File: src/core/lpt_pkg.sv
// Constants, types and register map for the threshold interrupt block
package lpt_pkg;

    ////////////////////////////////////////////////////////////////////////
    // Register offsets
    localparam logic [7:0] ADDR_PERSIST = 8'h43;
    localparam logic [7:0] ADDR_INT_CTRL = 8'h4a;
    localparam logic [7:0] ADDR_PROXIMITY_HIGH_THRESHOLD_L = 8'h4b;
    localparam logic [7:0] ADDR_PROXIMITY_HIGH_THRESHOLD_M = 8'h4c;
    localparam logic [7:0] ADDR_PROXIMITY_LOW_THRESHOLD_L = 8'h4d;
    localparam logic [7:0] ADDR_PROXIMITY_LOW_THRESHOLD_M = 8'h4e;
    localparam logic [7:0] ADDR_ALS_TH_L = 8'h4f;
    localparam logic [7:0] ADDR_ALS_TH_M = 8'h50;
    localparam logic [7:0] ADDR_ALS_TL_L = 8'h51;
    localparam logic [7:0] ADDR_ALS_TL_M = 8'h52;

    ////////////////////////////////////////////////////////////////////////
    // Interrupt control fields
    localparam int CTRL_PS_STAT_BIT = 7;
    localparam int CTRL_ALS_STAT_BIT = 6;
    localparam int CTRL_MODE_HI = 5;
    localparam int CTRL_MODE_LO = 4;
    localparam int CTRL_LATCH_BIT = 3;
    localparam int CTRL_CLR_BIT = 2;
    localparam int CTRL_ALS_EN_BIT = 1;
    localparam int CTRL_PS_EN_BIT = 0;
    localparam int PERSIST_HI = 3;

    ////////////////////////////////////////////////////////////////////////
    // Proximity modes
    localparam logic [1:0] PM_HIGH_ONLY = 2'h0;
    localparam logic [1:0] PM_HYST = 2'h1;
    localparam logic [1:0] PM_OUTSIDE = 2'h2;
    localparam logic [1:0] PM_RESERVED = 2'h3;

    ////////////////////////////////////////////////////////////////////////
    // Reset values
    localparam logic [7:0] RST_CTRL = 8'h00;
    localparam logic [3:0] RST_PERSIST = 4'h0;
    localparam logic [11:0] RST_PS_HI = 12'hfff;
    localparam logic [11:0] RST_PS_LO = 12'h000;
    localparam logic [15:0] RST_ALS_HI = 16'hffff;
    localparam logic [15:0] RST_ALS_LO = 16'h0000;
    localparam logic [7:0] RDATA_NONE = 8'h00;

    ////////////////////////////////////////////////////////////////////////
    // Types
    typedef enum logic {PX_INACTIVE, PX_ACTIVE} lpt_px_state_t;

    typedef struct packed {
        logic [11:0] ps_hi;
        logic [11:0] ps_lo;
        logic [15:0] als_hi;
        logic [15:0] als_lo;
    } lpt_thr_t;

endpackage

File: src/core/lpt_prox_eval.sv
// Proximity comparator with mode select, hysteresis and persistence
`timescale 1ns/1ps
module lpt_prox_eval import lpt_pkg::*; (
    // Clock and reset
    input wire logic clk,
    input wire logic rst,
    input wire logic flush,
    // Result and settings
    input wire logic valid,
    input wire logic [11:0] result,
    input wire logic [11:0] hi,
    input wire logic [11:0] lo,
    input wire logic [1:0] mode,
    input wire logic [3:0] persist,
    // State
    output lpt_px_state_t state,
    output logic update
);

    lpt_px_state_t state_r, state_nxt, want;
    logic [3:0] cnt_r, cnt_nxt;
    logic upd_r, upd_nxt;

    ////////////////////////////////////////////////////////////////////////
    always_comb begin
        want = state_r;
        case (mode)
            PM_HIGH_ONLY: begin
                want = (result >= hi) ? PX_ACTIVE : PX_INACTIVE; // [RQ6] [RQ7]
            end
            PM_HYST: begin
                if (result > hi) begin
                    want = PX_ACTIVE; // [RQ8]
                end else if (result < lo) begin
                    want = PX_INACTIVE; // [RQ9]
                end else begin
                    want = state_r; // [RQ10]
                end
            end
            PM_OUTSIDE: begin
                want = ((result < lo) || (result > hi)) ? // [RQ11] [RQ12]
                    PX_ACTIVE : PX_INACTIVE;
            end
            default: begin
                want = PX_INACTIVE; // [RQ18]
            end
        endcase
    end

    // Persistence: a change needs that many results in a row; 0 acts as 1
    always_comb begin
        state_nxt = state_r;
        cnt_nxt = cnt_r;
        upd_nxt = 1'b0;
        if (flush) begin
            state_nxt = PX_INACTIVE;
            cnt_nxt = 4'h0;
        end else if (valid) begin // [RQ17]
            upd_nxt = 1'b1;
            if (mode == PM_RESERVED) begin
                state_nxt = PX_INACTIVE; // [RQ18]
                cnt_nxt = 4'h0;
            end else if (want == state_r) begin
                cnt_nxt = 4'h0;
            end else if ((cnt_r + 4'h1) >= persist) begin // [RQ16]
                state_nxt = want;
                cnt_nxt = 4'h0;
            end else begin
                cnt_nxt = cnt_r + 4'h1;
            end
        end
    end

    always_ff @(posedge clk or posedge rst) begin
        if (rst) begin
            state_r <= PX_INACTIVE;
            cnt_r <= 4'h0;
            upd_r <= 1'b0;
        end else begin
            state_r <= state_nxt;
            cnt_r <= cnt_nxt;
            upd_r <= upd_nxt;
        end
    end

    assign state = state_r;
    assign update = upd_r;

endmodule // lpt_prox_eval

File: src/core/lpt_irq.sv
// Light and proximity threshold interrupt logic with its registers
//
// Operation
// [RQ1] Light interrupt active when visible result is above high or below low.
// [RQ2] Light interrupt inactive while visible result lies inside the window.
// [RQ3] Light comparison is a fixed window; no setting alters it.
// [RQ4] Light thresholds are compared only with visible-channel results.
// [RQ5] Proximity mode comes from bits 5:4 of interrupt control.
// [RQ6] Mode 00: active when proximity result is at or above high threshold.
// [RQ7] Mode 00: inactive when result is below high; low threshold ignored.
// [RQ8] Mode 01: switch active when result exceeds high threshold.
// [RQ9] Mode 01: switch inactive when result drops below low threshold.
// [RQ10] Mode 01: results between thresholds keep the current state.
// [RQ11] Mode 10: active when result lies outside low..high range.
// [RQ12] Mode 10: inactive while result lies within low..high range.
// [RQ13] Latched: asserted status clears only by reset command or status read.
// [RQ14] Status clears by command, status read or soft reset; standby holds.
// [RQ15] Interrupt pin is open drain, pulled low when active, released at reset.
// [RQ16] Persistence count filters proximity comparisons only, never light.
// [RQ17] Comparisons are evaluated once per completed measurement.
// [RQ18] Mode 11 is reserved and keeps the proximity state inactive.
`timescale 1ns/1ps
module lpt_irq import lpt_pkg::*; (
    // Clock and reset
    input wire logic CLK,
    input wire logic RESET,
    input wire logic SW_RESET,
    // Register port from the serial front end
    input wire logic REG_WR,
    input wire logic REG_RD,
    input wire logic [7:0] REG_ADDR,
    input wire logic [7:0] REG_WDATA,
    output logic [7:0] REG_RDATA,
    // Measurement results
    input wire logic ALS_VALID,
    input wire logic [15:0] VISIBLE_LIGHT_CHANNEL,
    input wire logic PS_VALID,
    input wire logic [11:0] PROXIMITY_SENSING,
    // Open-drain interrupt pin
    output logic INT_O,
    output logic INT_OE,
    // Status
    output logic PS_STATUS,
    output logic ALS_STATUS
);

    ////////////////////////////////////////////////////////////////////////
    // Declarations
    lpt_thr_t thr_r, thr_nxt;
    logic [1:0] mode_r, mode_nxt;
    logic latch_r, latch_nxt;
    logic als_en_r, als_en_nxt;
    logic ps_en_r, ps_en_nxt;
    logic [3:0] persist_r, persist_nxt;
    logic ps_stat_r, ps_stat_nxt;
    logic als_stat_r, als_stat_nxt;
    logic [7:0] rdata_r, rdata_nxt;
    logic oe_r, oe_nxt;
    logic int_o_r;
    logic clr;
    logic als_hit;
    lpt_px_state_t px_state;
    logic px_update;

    function automatic logic hit(input logic [7:0] a, input logic [7:0] b);
        hit = (a == b);
    endfunction

    ////////////////////////////////////////////////////////////////////////
    // Proximity comparator
    lpt_prox_eval u_prox (
        .clk(CLK),
        .rst(RESET),
        .flush(SW_RESET),
        .valid(PS_VALID),
        .result(PROXIMITY_SENSING),
        .hi(thr_r.ps_hi),
        .lo(thr_r.ps_lo),
        .mode(mode_r), // [RQ5]
        .persist(persist_r), // [RQ16]
        .state(px_state),
        .update(px_update)
    );

    ////////////////////////////////////////////////////////////////////////
    // Light window, unfiltered and fixed
    assign als_hit = (VISIBLE_LIGHT_CHANNEL > thr_r.als_hi) || // [RQ1] [RQ3]
        (VISIBLE_LIGHT_CHANNEL < thr_r.als_lo); // [RQ4]

    // Clear sources; a read clears after the read data is captured
    assign clr = (REG_RD && hit(REG_ADDR, ADDR_INT_CTRL)) || // [RQ14]
        (REG_WR && hit(REG_ADDR, ADDR_INT_CTRL) && REG_WDATA[CTRL_CLR_BIT]);

    ////////////////////////////////////////////////////////////////////////
    // Configuration registers
    always_comb begin
        thr_nxt = thr_r;
        mode_nxt = mode_r;
        latch_nxt = latch_r;
        als_en_nxt = als_en_r;
        ps_en_nxt = ps_en_r;
        persist_nxt = persist_r;
        if (SW_RESET) begin
            thr_nxt = '{RST_PS_HI, RST_PS_LO, RST_ALS_HI, RST_ALS_LO};
            mode_nxt = RST_CTRL[CTRL_MODE_HI:CTRL_MODE_LO];
            latch_nxt = RST_CTRL[CTRL_LATCH_BIT];
            als_en_nxt = RST_CTRL[CTRL_ALS_EN_BIT];
            ps_en_nxt = RST_CTRL[CTRL_PS_EN_BIT];
            persist_nxt = RST_PERSIST;
        end else if (REG_WR) begin
            case (REG_ADDR)
                ADDR_PERSIST: begin
                    persist_nxt = REG_WDATA[PERSIST_HI:0];
                end
                ADDR_INT_CTRL: begin
                    mode_nxt = REG_WDATA[CTRL_MODE_HI:CTRL_MODE_LO]; // [RQ5]
                    latch_nxt = REG_WDATA[CTRL_LATCH_BIT];
                    als_en_nxt = REG_WDATA[CTRL_ALS_EN_BIT];
                    ps_en_nxt = REG_WDATA[CTRL_PS_EN_BIT];
                end
                ADDR_PROXIMITY_HIGH_THRESHOLD_L: thr_nxt.ps_hi[7:0] = REG_WDATA;
                ADDR_PROXIMITY_HIGH_THRESHOLD_M: thr_nxt.ps_hi[11:8] = REG_WDATA[3:0];
                ADDR_PROXIMITY_LOW_THRESHOLD_L: thr_nxt.ps_lo[7:0] = REG_WDATA;
                ADDR_PROXIMITY_LOW_THRESHOLD_M: thr_nxt.ps_lo[11:8] = REG_WDATA[3:0];
                ADDR_ALS_TH_L: thr_nxt.als_hi[7:0] = REG_WDATA;
                ADDR_ALS_TH_M: thr_nxt.als_hi[15:8] = REG_WDATA;
                ADDR_ALS_TL_L: thr_nxt.als_lo[7:0] = REG_WDATA;
                ADDR_ALS_TL_M: thr_nxt.als_lo[15:8] = REG_WDATA;
                default: begin
                    thr_nxt = thr_r;
                end
            endcase
        end
    end

    always_ff @(posedge CLK or posedge RESET) begin
        if (RESET) begin
            thr_r <= '{RST_PS_HI, RST_PS_LO, RST_ALS_HI, RST_ALS_LO};
            mode_r <= RST_CTRL[CTRL_MODE_HI:CTRL_MODE_LO];
            latch_r <= RST_CTRL[CTRL_LATCH_BIT];
            als_en_r <= RST_CTRL[CTRL_ALS_EN_BIT];
            ps_en_r <= RST_CTRL[CTRL_PS_EN_BIT];
            persist_r <= RST_PERSIST;
        end else begin
            thr_r <= thr_nxt;
            mode_r <= mode_nxt;
            latch_r <= latch_nxt;
            als_en_r <= als_en_nxt;
            ps_en_r <= ps_en_nxt;
            persist_r <= persist_nxt;
        end
    end

    ////////////////////////////////////////////////////////////////////////
    // Status; a new hit in the clearing cycle wins over the clear
    // No standby input: status only moves on results or clears
    always_comb begin
        als_stat_nxt = als_stat_r;
        ps_stat_nxt = ps_stat_r;
        if (SW_RESET) begin
            als_stat_nxt = 1'b0; // [RQ14]
            ps_stat_nxt = 1'b0;
        end else begin
            if (clr) begin
                als_stat_nxt = 1'b0; // [RQ14]
                ps_stat_nxt = 1'b0;
            end
            if (ALS_VALID) begin // [RQ17]
                if (latch_r) begin
                    als_stat_nxt = als_stat_nxt | als_hit; // [RQ13]
                end else begin
                    als_stat_nxt = als_hit; // [RQ1] [RQ2]
                end
            end
            if (px_update) begin // [RQ17]
                if (latch_r) begin
                    ps_stat_nxt = ps_stat_nxt | // [RQ13]
                        (px_state == PX_ACTIVE);
                end else begin
                    ps_stat_nxt = (px_state == PX_ACTIVE);
                end
            end
        end
        oe_nxt = (ps_stat_nxt && ps_en_r) || (als_stat_nxt && als_en_r);
    end

    ////////////////////////////////////////////////////////////////////////
    // Read data, registered; unmapped offsets read zero
    // Soft reset empties the read register as a power-up would
    always_comb begin
        rdata_nxt = rdata_r;
        if (SW_RESET) begin
            rdata_nxt = RDATA_NONE; // [RQ14]
        end else if (REG_RD) begin
            case (REG_ADDR)
                ADDR_PERSIST: rdata_nxt = {4'h0, persist_r};
                ADDR_INT_CTRL: begin
                    rdata_nxt = {ps_stat_r, als_stat_r, mode_r, latch_r,
                        1'b0, als_en_r, ps_en_r};
                end
                ADDR_PROXIMITY_HIGH_THRESHOLD_L: rdata_nxt = thr_r.ps_hi[7:0];
                ADDR_PROXIMITY_HIGH_THRESHOLD_M: rdata_nxt = {4'h0, thr_r.ps_hi[11:8]};
                ADDR_PROXIMITY_LOW_THRESHOLD_L: rdata_nxt = thr_r.ps_lo[7:0];
                ADDR_PROXIMITY_LOW_THRESHOLD_M: rdata_nxt = {4'h0, thr_r.ps_lo[11:8]};
                ADDR_ALS_TH_L: rdata_nxt = thr_r.als_hi[7:0];
                ADDR_ALS_TH_M: rdata_nxt = thr_r.als_hi[15:8];
                ADDR_ALS_TL_L: rdata_nxt = thr_r.als_lo[7:0];
                ADDR_ALS_TL_M: rdata_nxt = thr_r.als_lo[15:8];
                default: rdata_nxt = RDATA_NONE;
            endcase
        end
    end

    always_ff @(posedge CLK or posedge RESET) begin
        if (RESET) begin
            als_stat_r <= 1'b0;
            ps_stat_r <= 1'b0;
            oe_r <= 1'b0; // [RQ15]
            int_o_r <= 1'b0;
            rdata_r <= RDATA_NONE;
        end else begin
            als_stat_r <= als_stat_nxt;
            ps_stat_r <= ps_stat_nxt;
            oe_r <= oe_nxt; // [RQ15]
            int_o_r <= 1'b0; // Only ever pulls low
            rdata_r <= rdata_nxt;
        end
    end

    assign INT_O = int_o_r;
    assign INT_OE = oe_r;
    assign REG_RDATA = rdata_r;
    assign PS_STATUS = ps_stat_r;
    assign ALS_STATUS = als_stat_r;

endmodule // lpt_irq

File: config.mk
export PLATFORM = sky130hd
export DESIGN_NAME = lpt_irq
export DESIGN_NICKNAME = d
export VERILOG_FILES = /design/src/core/lpt_pkg.sv /design/src/core/lpt_prox_eval.sv /design/src/core/lpt_irq.sv
export SDC_FILE = /design/constraint.sdc
export NUM_CORES = 1
export LEC_CHECK = 0
export ABC_CLOCK_PERIOD_IN_PS = 3300
export BUFFER_PORTS_ARGS = -buffer_cell sky130_fd_sc_hd__buf_4
export CORE_ASPECT_RATIO = 2
export CORE_MARGIN = 3
export CORE_UTILIZATION = 35
export DETAILED_ROUTE_END_ITERATION = 8
export SETUP_SLACK_MARGIN = 0.1
export SKIP_CTS_REPAIR_TIMING = 1
export SLEW_MARGIN = 10
export SYNTH_ARGS = -nofsm -noshare
export SYNTH_HDL_FRONTEND = slang
export SYNTH_SLANG_ARGS = --single-unit
File: constraint.sdc
create_clock -name CLK -period 3.3 [get_ports CLK]
set_input_delay 0.66 -clock CLK [delete_from_list [all_inputs] [get_ports CLK]]
set_output_delay 0.66 -clock CLK [all_outputs]
set_load 0.05 [all_outputs]
# After elaboration in Yosys (flattened, before gate mapping)
# Index checks and enable logic that the tools add are counted.
# word_totals
ff_bits,82
latchBits,0
ramBits,0
rom_bits,0
out_inout_bits,12
elab_cells,134
mem_count,0
# op_classes
addsub,1
multipliers,0
n_div,0
order_cmp,6
eq_ne,15
n_shift,0
muxes,55
n_bitwise,2
reduce_logical,35
# op_table
op,n
$mux 56,2
$eq 8x7->1 const B,10
$pmux 8 s10,1
$mux 8,8
$mux 4,10
$mux 1,30
$reduce_bool 2->1,13
$reduce_and 2->1,10
$gt 16x16->1,1
$lt 16x16->1,1
$ge 12x12->1,1
$gt 12x12->1,1
$lt 12x12->1,1
$mux 2,3
$logic_and 1x1->1,5
$add 4x1->4 const B,1
$eq 2x2->1 const B,2
$ge 4x4->1,1
$logic_or 1x1->1,4
$ne 3x2->1 const B,1
$pmux 1 s3,1
$reduce_and 3->1,1
$reduce_bool 3->1,1
$eq 2x1->1 const B,1
3 further kinds,4

# Depth between registers and ports, before layout
# depth
ltp_word,12
mapped_depth,9
depth_no_buf,9

# By module
# From an unflattened synthesis, not the netlist that was laid out.
# hier_totals
hier_cells,616
hier_area_um2,5647.9
# modules_own_cells
mod,instances,cells_each,area_per_inst_um2,seq_area_each_um2
lpt_irq,1,491,4644.5,1936.9
lpt_prox_eval,1,125,1003.5,150.1

# Worst setup path after synthesis
# Ideal clock, no wire load.
# synth_timing
path_type,input to register
startpoint,input port VISIBLE_LIGHT_CHANNEL[5]
endpoint,register oe_r (netlist: INT_OE)
setup_ns,0.069
arrival_time_ns,2.186
t_required_ns,3.231
slack_ns,1.044
cell_stages,7
n_path_buf,0
path_cell_list,ha_1 a21o_1 a2111oi_2 o31ai_1 a2111o_1 a21bo_1 nand3_1
# synth_via
elab_chain_cells,8
# synth_rtl
element,line,text
from (decl),lpt_irq.sv:36,"input wire logic [15:0] VISIBLE_LIGHT_CHANNEL,"
$gt 16x16->1 or $lt 16x16->1 (tied branches),"lpt_irq.sv:87, lpt_irq.sv:88",
$logic_or 1x1->1 *,lpt_irq.sv:87,assign als_hit = (VISIBLE_LIGHT_CHANNEL > thr_r.als_hi) ||
$or 1x1->1,lpt_irq.sv:170,als_stat_nxt = als_stat_nxt | als_hit;
$mux 1 *,lpt_irq.sv:169,if (latch_r) begin
$mux 1 *,lpt_irq.sv:168,if (ALS_VALID) begin
$mux 1 *,lpt_irq.sv:160,if (SW_RESET) begin
$logic_and 1x1->1 *,lpt_irq.sv:184,oe_nxt = (ps_stat_nxt && ps_en_r) || (als_stat_nxt && als_en_r);
$logic_or 1x1->1 *,lpt_irq.sv:184,
named net oe_nxt,lpt_irq.sv:58,"logic oe_r, oe_nxt;"
to (signal assigned),lpt_irq.sv:224,oe_r <= oe_nxt;
to (decl),lpt_irq.sv:58,
# Mark *: on every way through the listed nets, which the timed path passes. The rest lies on a longest branch.
# A chain may end at the register's enable or synchronous reset.

# Worst setup path after layout
# layout_timing
startpoint,register thr_r[55] (netlist bit)
endpoint,register u_prox.cnt_r[2]
# layout_via
elab_chain_cells,9
# layout_rtl
element,line,text
from (decl),lpt_irq.sv:49,"lpt_thr_t thr_r, thr_nxt;"
from (signal assigned),lpt_irq.sv:138,"thr_r <= '{RST_PS_HI, RST_PS_LO, RST_ALS_HI, RST_ALS_LO};"
from (signal assigned),lpt_irq.sv:145,thr_r <= thr_nxt;
$gt 12x12->1,"lpt_prox_eval.sv:32, lpt_prox_eval.sv:41",
$logic_or 1x1->1,lpt_prox_eval.sv:41,want = ((result < lo) || (result > hi)) ?
$mux 1,lpt_prox_eval.sv:41,
$pmux 1 s3 *,lpt_prox_eval.sv:27,case (mode)
$eq 1x1->1 *,lpt_prox_eval.sv:63,end else if (want == state_r) begin
$mux 4 *,lpt_prox_eval.sv:63,
$mux 4 *,lpt_prox_eval.sv:60,if (mode == PM_RESERVED) begin
$mux 4 *,lpt_prox_eval.sv:58,end else if (valid) begin
$mux 4 *,lpt_prox_eval.sv:55,if (flush) begin
to (signal assigned),lpt_prox_eval.sv:81,cnt_r <= cnt_nxt;
to (decl),lpt_prox_eval.sv:21,"logic [3:0] cnt_r, cnt_nxt;"
# Every way passes the cells marked *; elsewhere a longest branch is shown, timed or not. The select of a mux whose other input is x is not followed.

==> impl_metrics.yaml <==
logic_synthesis:
  synth_seq_cells: 82
  ys.flop_type: "dfrtp_1"
  synth.yosys.seq_area_share_pct: 36.00
  synth_warnings: 0
  async_flop_share_pct: 100.0
  syn_inst: 651
  syn_nets: 761
  synth_top_area_cell: "dfrtp_1"
  synth_edf_count: 0
  yosysUniqueCellTypes: 63
  synthTopCellsByArea: "dfrtp_1, ha_1, dfstp_2"
  avgSynthCellArea_um2: 8.904
  synth_top_area_share_pct: 23.31
  syn_area_mm2: 0.005797
power:
  p_leak_nw: 3.269
  p_switching_mw: 0.5750
  seqPwrFrac_pct: 43.8
  pwr-share-clk_pct: 44.5
  ir_drop_mv: 0.2513
  p_per_area_mw_per_mm2: 343.2
  power_mw: 2.313
  intPower_mw: 1.738
  comb_power_share_pct: 11.7
  switching_share_pct: 24.86
detailed_routing:
  num_vias: 5123
  dr.pass1.iters: 5
  detail_route.wl_per_cell_um: 20.59
  drt_iter0_drc: 333
  vias_per_cell: 5.623
  detail-route-antenna-nets: 0
  wl_um: 18760
  post-route-drc-count: 0
layout:
  num_antenna_cells: 0
  finalNetCount: 812
  drive_gt1_share_pct: 18.10
  n_fill_cell: 1642
  areaGrowthSynthToFinish_pct: 16.27
  final_area_mm2: 0.006740
global_route:
  grt.total_usage_pct: 20.75
  grt_use_met3_pct: 2.159
  grt_max_degree: 61
  busiest_layer: "met2"
  grt_pass1_vias: 5404
  grt_overflow: 0
  use_met1_pct: 20.48
  grt_pass1_wl_um: 29520
  antenna_found_initial: 0
  grtUsageMet2_pct: 40.02
clocking:
  max-clock-path-buffers: 2
  clk_latency_ns: 0.34
  root_buffer: "clkbuf_16"
  path_clk_slew_ns: 0.06
  cts.htree.levels: 3
  cts_num_sinks: 82
  cts_buffers: 9
  cts_tree: "built"
critical_path:
  path_class: "flip-flop to flip-flop"
  reg2reg_slack_ns: 0.57
  worstPathRequired_ns: 3.49
  cp_slowest_stage_delay_ns: 0.57
  crit_fanout: 6
  end_kind: "flip-flop"
  worstPathArrival_ns: 2.93
  path_cells: "inv_1 > ha_1 > a21oi_1 > o21ai_0 > a2111o_1 > o211ai_2 > and2_1 > o311ai_1"
  start_kind: "flip-flop"
  slowest_stage: "dfstp_2"
floorplanning:
  rows: 66
  io_pins: 63
  fp.dieW_um: 97
  die_area_mm2: 0.01824
  die_h_um: 188
  start_util_pct: 35.63
  core_mm2: 0.01627
hold_path:
  worstHoldPathType: "flip-flop to flip-flop"
sta:
  rsz0062_at_grt: "no"
  timing.setup.tns_ns: 0
  finalCritPeriodShare_pct: 82.87
  fin_skew_ns: 0.004854
  setup_slack_ns: 0.5654
  min_period_ns: 2.735
  slew_violations: 0
  slew_headroom_pct: 30.43
  worst_slew_pin_slew_ns: 1.042
  fmax_mhz: 365.7
  setup_viol: 0
  hold_viol: 0
placement:
  place_ws_ns: 0.3778
  hpwl_um: 14930
  postPlaceCellArea_mm2: 0.006434
  numPortBuffers: 61
  gp_congestion: 0.9562
flow_run:
  drv_cap: 0
status:
  status: "completed"
Yosys cell counts, drive strengths merged (18+ instances only):
cell type,instances
nor2,41
nand3b,18
a21oi,38
dfstp,28
dfrtp,54
nand3,32
ha,59
inv,61
mux2i,37
nand2,77
buf,19
o21ai,22
sequential cells by signal, summed over array words and instances (netlist names):
| register | flops |
|---|---|
| persist_r | 4 |
| latch_r | 1 |
| PS_STATUS | 1 |
| mode_r | 2 |
| thr_r | 56 |
| u_prox.state | 1 |
| INT_OE | 1 |
| u_prox.update | 1 |
| u_prox.cnt_r | 4 |
| als_en_r | 1 |
| ps_en_r | 1 |
| ALS_STATUS | 1 |
| REG_RDATA | 8 |
kinds of logic after synthesis:
group / after synthesis / share of synthesized area (%)
buffers and inverters: 95 / 6.972
other: 1 / 0.06469
AO/OA/AOI/OAI: 141 / 16.92
XOR/XNOR: 2 / 0.3022
AND/OR/NAND/NOR: 234 / 20.61
flip-flops: 82 / 36.00
adder cells (fa/ha/maj): 59 / 12.73
multiplexers: 37 / 6.389
final timing paths:
path | start | endpoint | cells past startpoint
min in group asynchronous | RESET | thr_r[41] | 2
max | thr_r[55] | u_prox.cnt_r[2] | 8
min reg2reg | thr_r[48] | thr_r[48] | 2
max reg2reg | thr_r[55] | u_prox.cnt_r[2] | 8
max in group asynchronous | RESET | thr_r[21] | 3
min | thr_r[48] | thr_r[48] | 2
metal layers:
metal,part of all wire (%),up-vias
met5,0,-
met4,6.2,0
met3,3.1,54
met2,55,138
met1,35,2503
li1,-,2428
critical path: cells and delay by family (launching register included):
family / cells / cell delay (ns)
flip-flops: 1 / 0.57
AND/OR/NAND/NOR: 1 / 0.27
adder cells (fa/ha/maj): 1 / 0.31
AO/OA/AOI/OAI: 5 / 1.35
buffers and inverters: 1 / 0.07
layout by cell type, fill, tap and decap left out, types with 10 or more instances in the layout:
master    Yosys  layout
o21ai_0      21      21
a21oi_1      38      38
nor2_1       38      38
nand4_1      13      13
buf_4         8      74
nand3b_1     18      18
nor2b_1      10      10
mux2i_1      37      37
dfrtp_1      54      54
nand2b_1     10      10
dfstp_2      28      28
nand3_1      31      31
inv_1        61      60
nand2_1      76      76
and3_1       13      13
ha_1         59      59
cell type report:
class | instances | area (um2) | share of cell area, %
clock inverters | 4 | 50.05 | 0.7425
clock buffers | 12 | 256.5 | 3.805
repair buffers | 74 | 555.5 | 8.242
inverters | 61 | 230.2 | 3.416
well taps | 204 | 255.2 | 3.787
multi-input cells | 474 | 3306 | 49.04
flip-flops and latches | 82 | 2087 | 30.96
power by group through the flow:
| stage | Clock (mW) | Combinational, mW | Sequential (mW) |
|---|---|---|---|
| 2_1_floorplan | 0 | 0.146 | 1.03 |
| 3_3_place_gp | 0 | 0.265 | 1.03 |
| 3_5_place_dp | 0 | 0.274 | 1.03 |
| 4_1_cts | 1.04 | 0.274 | 1.01 |
| 5_1_grt | 1.08 | 0.300 | 1.01 |
| 6_report | 1.03 | 0.271 | 1.01 |
per-stage QoR:
step	hold WS [ns]	std cells	utilization (%)
2_1_floorplan	0.4640	651	-
3_3_place_gp	0.4725	895	39.55
3_5_place_dp	0.4754	895	39.55
4_1_cts	0.4854	911	41.43
5_1_grt	0.5016	911	41.43
6_report	0.4862	911	41.43
Note: power is estimated with default switching activity, not from simulation.
